`src/verilog/frs_pkg.sv`:
```
package frs_pkg;
  // ----------------------------------------
  // clock and timing
  // ----------------------------------------
  localparam int unsigned CLOCK_HZ = 25000000;
  localparam int unsigned RESTART_DELAY_MS = 1000;
  localparam int unsigned MIN_OFF_MS = 2000;
  localparam int unsigned WINDOW_MS = 60000;
  localparam int unsigned TICK_US = 1000;
  localparam int unsigned TICK_CYCLES = CLOCK_HZ / 1000000 * TICK_US;
  localparam int unsigned RESTART_DELAY_TICKS = RESTART_DELAY_MS * 1000 / TICK_US;
  localparam int unsigned MIN_OFF_TICKS = MIN_OFF_MS * 1000 / TICK_US;
  localparam int unsigned WINDOW_TICKS = WINDOW_MS * 1000 / TICK_US;
  localparam int unsigned OV_LIMIT = 3;

  // ----------------------------------------
  // setpoint selection (units of 10 mV)
  // ----------------------------------------
  localparam logic [11:0] PROG_LIMIT_CV = 12'h12C;
  localparam logic [11:0] NOMINAL_CV = 12'h4B0;

  // ----------------------------------------
  // register map
  // ----------------------------------------
  localparam logic [3:0] REG_OPERATION = 4'h1;
  localparam logic [3:0] REG_VOUT_CMD = 4'h2;
  localparam logic [3:0] REG_OV_MODE = 4'h3;
  localparam logic [3:0] REG_STATUS = 4'h4;
  localparam logic [3:0] REG_ALARM = 4'h5;
  localparam logic [3:0] REG_SETPOINT = 4'h6;
  localparam logic [15:0] OPERATION_RST = 16'h0001;
  localparam logic [15:0] VOUT_CMD_RST = 16'h04B0;
  localparam int unsigned ALARM_OT = 0;
  localparam int unsigned ALARM_OV = 1;
  localparam int unsigned ALARM_OC = 2;
  localparam int unsigned ALARM_IN = 3;
  localparam int unsigned ALARM_NOOUT = 4;
  localparam int unsigned ALARM_W = 5;

  typedef enum logic [2:0] {
    FRS_ON = 3'b000,
    FRS_OFF_FAULT = 3'b001,
    FRS_OFF_OV = 3'b010,
    FRS_LATCHED = 3'b011,
    FRS_OFF_USER = 3'b100
  } frs_state_t;
endpackage

```
`src/verilog/frs_supervisor.sv`:
```
`timescale 1ns/1ps
module frs_supervisor
  import frs_pkg::*;
#(
  parameter int unsigned TICK_CYCLES_P = TICK_CYCLES,
  parameter int unsigned RESTART_TICKS = RESTART_DELAY_TICKS,
  parameter int unsigned MIN_OFF_T = MIN_OFF_TICKS,
  parameter int unsigned WINDOW_T = WINDOW_TICKS
) (
  input wire logic i_clock,
  input wire logic i_rst,
  input wire logic [3:0] i_addr,
  input wire logic [15:0] i_wdata,
  input wire logic i_wr,
  input wire logic i_rd,
  output logic [15:0] o_rdata,
  input wire logic i_prog_connected,
  input wire logic [11:0] i_prog_cv,
  input wire logic i_remote_on,
  input wire logic i_present_n,
  input wire logic i_ac_ok,
  input wire logic i_overvoltage_protect,
  input wire logic i_overcurrent_protect,
  input wire logic i_overtemp,
  input wire logic i_no_output,
  output logic o_main_enable,
  output logic [11:0] o_setpoint_cv,
  output logic o_prog_active,
  output logic o_fault_n,
  output logic o_latched_off
);
  import frs_pkg::*;

  // ----------------------------------------
  // registers and state
  // ----------------------------------------
  frs_state_t state;
  frs_state_t next_state;
  logic op_on;
  logic op_on_d;
  logic latch_mode;
  logic [15:0] vout_cmd;
  logic [ALARM_W-1:0] alarm;
  logic [1:0] ov_count;
  logic window_run;
  logic remote_d;
  logic power_ok;
  logic power_ok_d;
  logic hw_fault;
  logic user_off;
  logic clear_latch;
  logic restart_ok;
  logic load_delay;
  logic delay_done;
  logic load_win;
  logic win_done;
  logic [16:0] delay_ticks;

  assign hw_fault = i_overcurrent_protect || i_overtemp;
  // a pulled board or lost mains both count as a power removal
  assign power_ok = !i_present_n && i_ac_ok;
  assign user_off = !i_remote_on || !op_on || !power_ok;

  // off then on of any source, seen as a rising edge of that source on its own
  assign clear_latch = (i_remote_on && !remote_d)
                    || (op_on && !op_on_d)
                    || (power_ok && !power_ok_d);

  // ----------------------------------------
  // timers
  // ----------------------------------------
  frs_timer #(.TICK_CYCLES(TICK_CYCLES_P), .W(17)) u_delay (
    .i_clock(i_clock),
    .i_rst(i_rst),
    .i_load(load_delay),
    .i_ticks(delay_ticks),
    .o_done(delay_done)
  );

  frs_timer #(.TICK_CYCLES(TICK_CYCLES_P), .W(17)) u_window (
    .i_clock(i_clock),
    .i_rst(i_rst),
    .i_load(load_win),
    .i_ticks(17'(WINDOW_T)),
    .o_done(win_done)
  );

  // ----------------------------------------
  // sequencing
  // ----------------------------------------
  always_comb begin
    next_state = state;
    load_delay = 1'b0;
    delay_ticks = 17'(MIN_OFF_T);
    restart_ok = 1'b0;
    case (state)
      FRS_ON: begin
        if (user_off) begin
          next_state = FRS_OFF_USER;
          load_delay = 1'b1;
        end else if (i_overvoltage_protect) begin
          next_state = FRS_OFF_OV;
          load_delay = 1'b1;
          delay_ticks = 17'(RESTART_TICKS);
          if (ov_count == 2'(OV_LIMIT - 1)) begin
            next_state = latch_mode ? FRS_LATCHED : FRS_OFF_OV;
          end
        end else if (hw_fault) begin
          next_state = FRS_OFF_FAULT;
        end
      end
      FRS_OFF_FAULT: begin
        // the enable sources still rule while waiting for the fault to clear
        if (user_off) begin
          next_state = FRS_OFF_USER;
          load_delay = 1'b1;
        end else if (!hw_fault) begin
          next_state = FRS_ON;
          restart_ok = 1'b1;
        end
      end
      FRS_OFF_OV: begin
        // a fault that arrives during the wait holds the output off until it clears
        if (user_off) begin
          next_state = FRS_OFF_USER;
          load_delay = 1'b1;
        end else if (delay_done && !i_overvoltage_protect && !hw_fault) begin
          next_state = FRS_ON;
        end
      end
      FRS_LATCHED: begin
        // the mode change skips the off time but never overrides an off request or a fault
        if (!latch_mode && !user_off && !hw_fault) begin
          next_state = FRS_ON;
          restart_ok = 1'b1;
        end else if (!latch_mode || clear_latch) begin
          // timing from the release keeps even a short off pulse at the full minimum
          next_state = FRS_OFF_USER;
          load_delay = 1'b1;
        end
      end
      FRS_OFF_USER: begin
        if (user_off) begin
          load_delay = 1'b1;
        end else if (delay_done && !hw_fault) begin
          next_state = FRS_ON;
          restart_ok = 1'b1;
        end
      end
      default: begin
        next_state = FRS_OFF_USER;
      end
    endcase
  end

  always_ff @(posedge i_clock or posedge i_rst) begin
    if (i_rst) begin
      state <= FRS_OFF_USER;
    end else begin
      state <= next_state;
    end
  end

  // ----------------------------------------
  // overvoltage window
  // ----------------------------------------
  // window opens on the first trip with none running; count saturates at the limit
  // in auto-restart mode the count still saturates, so status keeps showing repeated trips
  assign load_win = (state == FRS_ON) && i_overvoltage_protect && !window_run;

  always_ff @(posedge i_clock or posedge i_rst) begin
    if (i_rst) begin
      ov_count <= 2'h0;
      window_run <= 1'b0;
    end else if (next_state == FRS_LATCHED || state == FRS_LATCHED) begin
      ov_count <= 2'h0;
      window_run <= 1'b0;
    end else if (load_win) begin
      ov_count <= 2'h1;
      window_run <= 1'b1;
    end else if ((state == FRS_ON) && i_overvoltage_protect) begin
      if (ov_count != 2'(OV_LIMIT)) begin
        ov_count <= ov_count + 2'h1;
      end
    end else if (window_run && win_done) begin
      ov_count <= 2'h0;
      window_run <= 1'b0;
    end
  end

  // ----------------------------------------
  // edge history
  // ----------------------------------------
  always_ff @(posedge i_clock or posedge i_rst) begin
    if (i_rst) begin
      // idle-on history, so a source held on through reset is not taken for a release
      remote_d <= 1'b1;
      op_on_d <= 1'b1;
      power_ok_d <= 1'b1;
    end else begin
      remote_d <= i_remote_on;
      op_on_d <= op_on;
      power_ok_d <= power_ok;
    end
  end

  // ----------------------------------------
  // register writes
  // ----------------------------------------
  always_ff @(posedge i_clock or posedge i_rst) begin
    if (i_rst) begin
      op_on <= OPERATION_RST[0];
      vout_cmd <= VOUT_CMD_RST;
      latch_mode <= 1'b1;
    end else if (i_wr) begin
      case (i_addr)
        REG_OPERATION: op_on <= i_wdata[0];
        REG_VOUT_CMD: vout_cmd <= i_wdata;
        // upper bits of these two words are not kept and read back as zero
        REG_OV_MODE: latch_mode <= i_wdata[0];
        default: begin
        end
      endcase
    end
  end

  // ----------------------------------------
  // alarm records
  // ----------------------------------------
  // a new event in the restart cycle wins over the clear
  always_ff @(posedge i_clock or posedge i_rst) begin
    if (i_rst) begin
      alarm <= '0;
    end else begin
      alarm <= (restart_ok ? '0 : alarm)
             | {i_no_output, !i_ac_ok, i_overcurrent_protect, i_overvoltage_protect, i_overtemp};
    end
  end

  // ----------------------------------------
  // outputs
  // ----------------------------------------
  always_ff @(posedge i_clock or posedge i_rst) begin
    if (i_rst) begin
      o_main_enable <= 1'b0;
      o_setpoint_cv <= NOMINAL_CV;
      o_prog_active <= 1'b0;
      o_fault_n <= 1'b1;
      o_latched_off <= 1'b0;
    end else begin
      // taken from the next state so the output reacts one edge after the cause, not two
      o_main_enable <= (next_state == FRS_ON);
      if (i_prog_connected && i_prog_cv <= PROG_LIMIT_CV) begin
        o_setpoint_cv <= i_prog_cv;
        o_prog_active <= 1'b1;
      end else begin
        o_setpoint_cv <= vout_cmd[11:0];
        o_prog_active <= 1'b0;
      end
      o_fault_n <= !(i_overtemp || i_overvoltage_protect || i_overcurrent_protect
                     || !i_ac_ok || i_no_output);
      o_latched_off <= (next_state == FRS_LATCHED);
    end
  end

  always_ff @(posedge i_clock or posedge i_rst) begin
    if (i_rst) begin
      o_rdata <= 16'h0000;
    end else if (i_rd) begin
      case (i_addr)
        REG_OPERATION: o_rdata <= {15'h0000, op_on};
        REG_VOUT_CMD: o_rdata <= vout_cmd;
        REG_OV_MODE: o_rdata <= {15'h0000, latch_mode};
        REG_STATUS: o_rdata <= {10'h000, window_run, ov_count, state};
        REG_ALARM: o_rdata <= {11'h000, alarm};
        REG_SETPOINT: o_rdata <= {4'h0, o_setpoint_cv};
        default: o_rdata <= 16'h0000;
      endcase
    end else begin
      // idle at zero so a late sample never sees stale status
      o_rdata <= 16'h0000;
    end
  end
endmodule

```
`src/verilog/frs_timer.sv`:
```
`timescale 1ns/1ps
// down counter of prescaled ticks; free-running prescaler so timing is coarse by one tick
module frs_timer #(
  parameter int unsigned TICK_CYCLES = 25000,
  parameter int unsigned W = 17
) (
  input wire logic i_clock,
  input wire logic i_rst,
  input wire logic i_load,
  input wire logic [W-1:0] i_ticks,
  output logic o_done
);
  logic [15:0] pre;
  logic [W-1:0] count;
  logic tick;

  assign tick = (pre == 16'(TICK_CYCLES - 1));

  always_ff @(posedge i_clock or posedge i_rst) begin
    if (i_rst) begin
      pre <= 16'h0000;
    end else if (tick) begin
      pre <= 16'h0000;
    end else begin
      pre <= pre + 16'h0001;
    end
  end

  always_ff @(posedge i_clock or posedge i_rst) begin
    if (i_rst) begin
      count <= '0;
    end else if (i_load) begin
      count <= i_ticks;
    end else if (tick && count != '0) begin
      count <= count - 1'b1;
    end
  end

  assign o_done = (count == '0) && !i_load;
endmodule

```
`config.mk`:
```
export PLATFORM = sky130hd
export DESIGN_NAME = frs_supervisor
export DESIGN_NICKNAME = d
export VERILOG_FILES = /design/src/verilog/frs_pkg.sv /design/src/verilog/frs_supervisor.sv /design/src/verilog/frs_timer.sv
export SDC_FILE = /design/constraint.sdc
export NUM_CORES = 1
export LEC_CHECK = 0
export ABC_AREA = 0
export BUFFER_PORTS_ARGS = -buffer_cell sky130_fd_sc_hd__buf_2
export CAP_MARGIN = 30
export CELL_PAD_IN_SITES_DETAIL_PLACEMENT = 1
export CELL_PAD_IN_SITES_GLOBAL_PLACEMENT = 2
export CORE_MARGIN = 2
export CORE_UTILIZATION = 34
export DETAILED_ROUTE_END_ITERATION = 16
export MAX_ROUTING_LAYER = met4
export PLACE_DENSITY_LB_ADDON = 0.1
export SYNTH_ARGS = -nofsm -noshare
export SYNTH_HDL_FRONTEND = slang
export SYNTH_SLANG_ARGS = --single-unit
```
`constraint.sdc`:
```
create_clock -name i_clock -period 3.9 [get_ports i_clock]
set_clock_uncertainty 0.1 [all_clocks]
set_input_delay 0.585 -clock i_clock [delete_from_list [all_inputs] [get_ports i_clock]]
set_output_delay 0.585 -clock i_clock [all_outputs]
set_load 0.02 [all_outputs]
```
# Word-level counts from Yosys, hierarchy flattened

Index checks and enable logic that the tools add are counted.
W data, S select, Z words.

Flip-flop bits (word level): 130
Bits of input ports: 44
Output and inout bits: 32
Logic and storage cells: 153

$add $sub $neg: 5
$lt $le $gt $ge: 1
Eq/ne operators: 17
Muxes and demuxes: 49
Bitwise logic cells: 1
Reduce and logical (&&, ||, !) cells: 60

Operators by type and width:

| cell                    | number |
|---|---|
| $pmux W16 S6            | 1 |
| $mux W17                | 4 |
| $mux W16                | 3 |
| $logic_not A17 Y1       | 2 |
| $reduce_bool A17 Y1     | 2 |
| $sub A17 B1 Y17 const B | 2 |
| $mux W11                | 3 |
| $mux W3                 | 11 |
| $add A16 B1 Y16 const B | 2 |
| $eq A16 B15 Y1 const B  | 2 |
| $logic_and A1 B1 Y1     | 17 |
| $mux W1                 | 17 |
| $logic_not A1 Y1        | 16 |
| $pmux W3 S5             | 1 |
| $eq A4 B3 Y1 const B    | 3 |
| $le A12 B9 Y1 const B   | 1 |
| $mux W12                | 1 |
| $logic_or A1 B1 Y1      | 11 |
| $mux W2                 | 5 |
| $reduce_and A2 Y1       | 5 |
| $eq A3 B2 Y1 const B    | 3 |
| $eq A4 B2 Y1 const B    | 2 |
| $logic_not A3 Y1        | 2 |
| $pmux W1 S3             | 2 |
| 14 further kinds        | 15 |

# Longest topological paths before layout

Gate-level depths: netlist of the first run.

Depth after elaboration: 20
Mapped depth: 8
Gate-level depth less buffers: 7

# Cells and area by module

Synthesis of the first run repeated with hierarchy kept, for this count alone.

Cells, all modules: 625
Area, all modules: 6476.2 um^2

By module, submodules not included:

| module                | times used | cells each | area each (um^2) | seq. area each (um^2) |
|---|---|---|---|---|
| frs_supervisor        | 1          | 242        | 2919.0           | 1620.3 |
| frs_timer at u_delay  | 1          | 194        | 1789.2           | 825.8 |
| frs_timer at u_window | 1          | 189        | 1767.9           | 825.8 |

# Worst setup path before layout of the first run

No wires, ideal clock.

Kind: input-to-reg
Start: in i_addr[1]
End: reg vout_cmd[11]
Setup time: 125 ps
Data arrival time: 2203 ps
Data required time: 3675 ps
Setup slack: 1472 ps
Stages: 7
Buffers on the path: 3
Cell sequence: clkbuf_1 > nor2b_1 > and2_1 > clkbuf_1 > nand2_1 > clkbuf_1 > mux2_2

Word-level cells in the longest chain between the ends: 2

Ends and longest elaborated chain:

| element                            | line                  | source |
|---|---|---|
| start: declaration                 | frs_supervisor.sv:12  | `input wire logic [3:0] i_addr,` |
| $eq A4 B2 Y1                       | frs_supervisor.sv:216 | `case (i_addr)` |
| $reduce_and A2 Y1 (no source line) | --                    |  |
| end signal: assignment             | frs_supervisor.sv:218 | `REG_VOUT_CMD: vout_cmd <= i_wdata;` |
| end: declaration                   | frs_supervisor.sv:42  | `logic [15:0] vout_cmd;` |

No other way between the ends.
A chain may end at the register's enable or synchronous reset.

# Worst setup path in the final report of the first run

Start: reg u_delay.pre[10]
End: reg u_delay.count[13]

Word-level cells in the longest chain between the ends: 3

Ends and longest elaborated chain:

| element                             | line            | source |
|---|---|---|
| start: declaration                  | frs_timer.sv:13 | `logic [15:0] pre;` |
| start signal: assignment            | frs_timer.sv:25 | `pre <= pre + 16'h0001;` |
| $eq A16 B15 Y1                      | frs_timer.sv:17 | `assign tick = (pre == 16'(TICK_CYCLES - 1));` |
| $logic_and A1 B1 Y1                 | frs_timer.sv:34 | `end else if (tick && count != '0) begin` |
| $reduce_bool A2 Y1 (no source line) | --              |  |
| end signal: assignment              | frs_timer.sv:33 | `count <= i_ticks;` |
| end signal: assignment              | frs_timer.sv:35 | `count <= count - 1'b1;` |
| end: declaration                    | frs_timer.sv:14 | `logic [W-1:0] count;` |

No other way between the ends.

==> results.yml, run 1 <==
outcome:
  status: "completed"
floorplanning:
  core_um2: 17780
  rows: 49
  io_pins: 76
  die_width_um: 138.1
  initial_utilization_pct: 34.41
  fp.dieH_um: 138.1
  die_area_um2: 19080
synth:
  ys_async_sr_fraction_pct: 100.0
  ys_ff_latch: 130
  synth_edf_count: 0
  postSynthCellCount: 562
  yosysWarnings: 0
  ys_seq_area_share_pct: 53.48
  syn-num-nets: 613
  yosys_most_used_dff: "dfrtp_1"
  synth_top_family_by_area: "simple AND/OR/NAND/NOR gates"
  synth-simple-area-share_pct: 20.20
  synth_compound_area_share_pct: 11.55
  synthXorXnorAreaFrac_pct: 5.726
  synth-adder-area-share_pct: 1.431
  yosys-mux-area-fraction_pct: 5.501
  postSynthAreaPerCell_um2: 10.89
  syn_area_um2: 6118
  synth_cell_types: 57
setup_path:
  start_kind: "flip-flop"
  path_class: "reg2reg"
  crit_path_top_delay_cell: "or4b_4"
  worstPathArrival_ns: 2.89
  crit_path_max_incr_delay_ns: 0.55
  cp.required_ns: 4.13
  crit_chain: "or4b_4 -> nor4_4 -> buf_4 -> o21ai_2 -> or4_1 -> a21oi_1"
  critPathCaptureType: "flip-flop"
  crit_fanout: 12
sta:
  max_freq_mhz: 375.9
  worstMarginPinSlew_ns: 0.8892
  slew_violations: 0
  rsz0062_at_grt: "false"
  fin_crit_sh_pct: 68.21
  setup_ws_ns: 1.240
  maxSlewHeadroom_pct: 39.88
  tns_ns: 0
  hold_viol_final: 0
  setup_viol: 0
  period_needed_ns: 2.660
placement:
  place_ws_ns: 1.184
  dp.final_hpwl_mm: 10.81
  place_congestion: 0.7652
  port_buffers: 75
global_routing:
  antenna_found_initial: 0
  grtUsageTotal_pct: 17.83
  grt_pass1_vias: 5030
  grt_pass1_wl_mm: 26.88
  gr-total-overflow: 0
  grt_max_degree: 73
clock_tree:
  clk_pin_slew_ns: 0.06
  root_buffer: "clkbuf_16"
  cts_hold_buf: 0
  htree_levels: 4
  clkLatencyLatePin_ns: 0.41
  cts_tree: "done"
  cts_sinks: 130
  numCtsBuffers: 17
  cts_buffer_depth: 2
  cts_resized: 0
  post_cts_buffers: 0
detailed_routing:
  drt_wl_total_mm: 15.37
  wl_per_cell_um: 17.39
  first_pass_iters: 6
  antenna_left: 0
  vias: 4665
  via_per_inst: 5.277
  drc: 0
  drtIter0Drc: 236
finish:
  syn2layout_area_growth_pct: 21.19
  n_fill_cell: 1978
  n_antenna_cell: 0
  final_net_count: 693
  layout-drive-gt1-share_pct: 26.26
pwr:
  pwr-share-comb_pct: 7.7
  power_uw: 3531
  clock_power_share_pct: 49.3
  p_sw_share_pct: 23.24
  seqPwrFrac_pct: 43.0
  power-per-cell-area_nw_per_um2: 476.2
  max-vdd-ir-drop_v: 0.0002422
  p_switching_uw: 820.4
  leakagePower_uw: 0.003081
  power.internal_uw: 2710
run:
  cap_violations: 0
min_path:
  hp-class: "in2async"
==> critical path: cells and delay by family (launching register included) <==
kind | cells | cell delay [ns]
compound gates | 2 | 0.30
simple gates | 3 | 1.48
flops | 1 | 0.41
buf+inv | 1 | 0.27
==> cells in the final DEF (no fill, tap or decap), types with 15 or more instances in the layout <==
cell,n
xor2_1,23
buf_2,75
or4_1,16
nand3_1,24
dfstp_2,15
dfrtp_1,115
clkbuf_16,17
o21ai_0,15
xnor2_1,17
nor2_1,57
nand2_1,31
mux2_2,29
a21oi_1,20
==> sequential cells by signal (all words and copies together) (netlist names), 2 cells and up <==
signal          flops
alarm               5
o_rdata            16
o_setpoint_cv      12
ov_count            2
state               3
u_delay.count      17
u_delay.pre        16
u_window.count     17
u_window.pre       16
vout_cmd           16
==> final timing paths <==
kind                                           to            start  slack (ns)  cells past startpoint
worst max register to register  u_delay.count[13]  u_delay.pre[10]        1.24                      6
min in group i_clock                     remote_d      i_remote_on        0.20                      1
max in group asynchronous        o_setpoint_cv[5]            i_rst        2.62                      3
worst max-delay path            u_delay.count[13]  u_delay.pre[10]        1.24                      6
worst min-delay path             u_window.pre[14]            i_rst        0.19                      2
worst min register to register            op_on_d            op_on        0.29                      0
==> synth_stat cells (6+ instances only) <==
| library cell | count | share of area, % |
|---|---|---|
| or4_1 | 16 | 2.0 |
| o21ai_0 | 15 | 1.2 |
| and3_1 | 10 | 1.0 |
| dfrtp_1 | 115 | 47 |
| dfstp_2 | 15 | 6.4 |
| a21oi_1 | 20 | 1.6 |
| inv_1 | 12 | 0.74 |
| o2111ai_1 | 8 | 1.1 |
| clkbuf_1 | 21 | 1.3 |
| a22oi_1 | 7 | 0.86 |
| o31ai_1 | 11 | 1.3 |
| nor2b_1 | 13 | 1.3 |
| nand3_1 | 24 | 2.0 |
| ha_1 | 7 | 1.4 |
| xnor2_1 | 17 | 2.4 |
| nor3_1 | 9 | 0.74 |
| nor2_1 | 57 | 3.5 |
| or3_1 | 10 | 1.0 |
| xor2_1 | 23 | 3.3 |
| nor4b_1 | 6 | 0.86 |
| nand4_1 | 10 | 1.0 |
| mux2_2 | 29 | 5.3 |
| nand2_1 | 31 | 1.9 |
==> cell families after synthesis <==
kind of cell / Yosys count
simple gates: 220
mux: 30
buf+inv: 34
compound gates: 101
xor+xnor: 40
flops: 130
fa+ha+maj: 7
==> layer usage <==
layer | share of wire [%] | GRT usage (%) | wire (um) | vias up
li1 | - | - | - | 2225
met1 | 48 | 23.95 | 7303 | 2372
met2 | 48 | 27.44 | 7442 | 59
met3 | 3.1 | 3.983 | 478 | 9
met4 | 0.97 | 4.834 | 149 | 0
met5 | 0 | - | 0 | -
==> final cells by class <==
cell class | count | area, um2 | area share (%)
tap | 229 | 286.5 | 3.864
timing repair buffer | 83 | 447.9 | 6.041
sequential | 130 | 3272 | 44.13
clock buffer | 19 | 432.9 | 5.839
multi-input combinational | 398 | 2718 | 36.65
inverter | 12 | 48.80 | 0.6581
clock inverter | 13 | 209.0 | 2.818
==> power groups by stage <==
stage | registers [uW] | clock network, uW | logic, uW
2_1_floorplan | 1560 | 0 | 133
3_3_place_gp | 1540 | 0 | 268
3_5_place_dp | 1540 | 0 | 277
4_1_cts | 1520 | 1790 | 278
5_1_grt | 1530 | 1850 | 300
6_report | 1520 | 1740 | 272
==> per-stage QoR <==
step                      hold WS (ns)  instances  instance area, um2  util (%)
final                           0.1939        884                7415     41.70
after global routing            0.1732        884                7415     41.70
after CTS                       0.1766        884                7415     41.70
after detailed placement        0.2869        852                6773     38.09
after global placement          0.2887        852                6773     38.09
after floorplan                 0.2695        562                6122         -
(Power assumes the default switching activity.)
==> inputs of run 2 (changes only) <==
Clock period 3.9 ns to 2.2 ns, I/O delays scaled along.
==> run 2 against run 1 <==
The run now ends with setup timing left. Flip-flop and latch count is the same. Final area grew 15%. Wire length grew 12%. Global-route usage grew 1.2 points. Die area is the same. Worst hold slack lost 0.16 ns. Utilization grew 6.2 points. Final cell count grew 11%. Worst setup slack lost 1.4 ns. Sequential share of layout area shrank 5.7 points. Fmax grew 13%. Critical path depth is the same.
==> results.yml, run 2 (synthesis gave the netlist of run 1 again) <==
global_routing:
  grt_pass1_wl_mm: 28.53
  grt-busiest-layer: "met2"
  grtUsageTotal_pct: 19.03
  grt_pass1_vias: 5549
  grt.met2_usage_pct: 30.77
  antenna_found_initial: 0
  grt_max_degree: 68
  grt_use_met3_pct: 4.018
  gr-total-overflow: 0
  gr-usage-met1_pct: 24.40
clock_tree:
  cts_sinks: 130
  cts_buffer_depth: 2
  cts_tree: "done"
  clkLatencyLatePin_ns: 0.42
  numCtsBuffers: 17
  htree_levels: 4
  root_buffer: "clkbuf_16"
  clk_pin_slew_ns: 0.06
placement:
  dp_cells: 936
  placed_cell_area_um2: 7427
  port_buffers: 75
  place_congestion: 0.7805
  dp.final_hpwl_mm: 11.88
sta:
  hold_viol_final: 0
  hold_ws_ns: 0.03313
  slew_violations: 0
  setup_viol: 17
  rsz0062_at_grt: "true"
  period_needed_ns: 2.351
  worstMarginPinSlew_ns: 0.6672
  setup_ws_ns: -0.1510
  max_freq_mhz: 425.4
  maxSlewHeadroom_pct: 55.39
  fin_crit_sh_pct: 106.9
setup_path:
  r2r-end: "u_window.count[1]"
  crit_fanout: 5
  r2r_slack_ns: -0.15
  worstPathArrival_ns: 2.61
  path_class: "reg2reg"
  cp.required_ns: 2.46
  r2r_cells: 6
  critPathCaptureType: "flip-flop"
  r2r_start: "u_window.count[14]"
  start_kind: "flip-flop"
floorplanning:
  die_width_um: 138.1
  io_pins: 76
  fp.dieH_um: 138.1
  initial_utilization_pct: 34.41
  core_um2: 17780
  die_area_um2: 19080
  rows: 49
finish:
  reg_top3: "u_delay.count: 17 flops, u_window.count: 17 flops"
  seqCellArea_um2: 3272
  final_net_count: 793
  fin_util_pct: 47.91
  stdcell_count: 984
  layout-drive-gt1-share_pct: 40.79
  syn2layout_area_growth_pct: 39.22
  n_antenna_cell: 0
  fin_area_um2: 8518
  multi_input_area_um2: 3017
  layout_commonest_cell: "dfrtp_1"
  layout_common_cells: "dfrtp_1 (115), buf_4 (88), buf_2 (75)"
  n_fill_cell: 1950
detailed_routing:
  antenna_left: 0
  first_pass_iters: 4
  wl_per_cell_um: 17.47
  drtIter0Drc: 214
  drc: 0
  via_per_inst: 5.193
  vias: 5110
  drt_wl_total_mm: 17.19
pwr:
  p_sw_share_pct: 24.51
  clock_power_share_pct: 48.7
  power.internal_uw: 4732
  seqPwrFrac_pct: 42.8
  p_switching_uw: 1537
  power-per-cell-area_nw_per_um2: 735.9
  pwr-share-comb_pct: 8.5
  max-vdd-ir-drop_v: 0.0005278
  leakagePower_uw: 0.003629
run:
  cap_violations: 0
outcome:
  violations: "setup timing"
  status: "finished, violations left"
min_path:
  min_from: "i_wdata[13]"
  hold_end: "vout_cmd[13]"
  hold_depth: 2
  hp-class: "in2reg"
## run 2: layout make-up
| cell class | instances | share of cell area [%] |
|---|---|---|
| clock buffers | 17 | 4.994 |
| multi-input cells | 400 | 35.41 |
| well taps | 229 | 3.364 |
| repair buffers | 181 | 14.82 |
| inverters | 12 | 0.5729 |
| flip-flops and latches | 130 | 38.41 |
| clock inverters | 15 | 2.424 |
## run 2: critical path, cell delays in order (launching register included)
cell and delay, ns:
dfrtp_1 0.37, or4_4 0.55, or4_4 0.53, buf_4 0.16
o21ai_4 0.17, mux2_4 0.32, nor2_2 0.08
## run 2: through the flow
stage	worst slack [ns]	power [uW]	setup TNS (ns)
after floorplan	-0.1301	3003	-0.5588
after global placement	-0.06151	3229	-0.4318
after detailed placement	-0.1038	3249	-1.316
after CTS	-0.1069	6340	-0.6789
after global routing	-0.2214	6517	-3.337
final	-0.1510	6269	-0.9594
## run 2: what timing repair did
action,in CTS,in global routing
gates cloned,1,1
resized for setup,21,47
buffers inserted,1,10
hold buffers,4,0
pin swaps,4,29
setup endpoints to repair,30,39
hold endpoints to repair,118,0
## run 2: per-layer routing
| layer | vias to the layer above | part of all wire, % |
|---|---|---|
| met5 | - | 0 |
| li1 | 2431 | - |
| met4 | 0 | 0.94 |
| met2 | 69 | 49 |
| met1 | 2597 | 47 |
| met3 | 13 | 2.9 |
## run 2: how the worst max path moves through the flow
stage | from | to | slack, ns | cells after the start
global placement | u_window.pre[10] | u_window.count[7] | -0.06 | 6
global route | u_window.count[14] | u_window.count[1] | -0.22 | 6
finish | u_window.count[14] | u_window.count[1] | -0.15 | 6
CTS | u_window.count[14] | u_window.count[2] | -0.11 | 6
floorplan | u_window.pre[10] | u_window.count[4] | -0.13 | 5
detailed placement | u_delay.count[7] | u_delay.count[15] | -0.10 | 4
## run 2: power by group through the flow
| stage | sequential [uW] | combinational, uW | clock [uW] |
|---|---|---|---|
| after floorplan | 2770 | 236 | 0 |
| after global placement | 2710 | 514 | 0 |
| after detailed placement | 2720 | 527 | 0 |
| after CTS | 2680 | 536 | 3120 |
| after global routing | 2710 | 583 | 3230 |
| final | 2680 | 533 | 3050 |
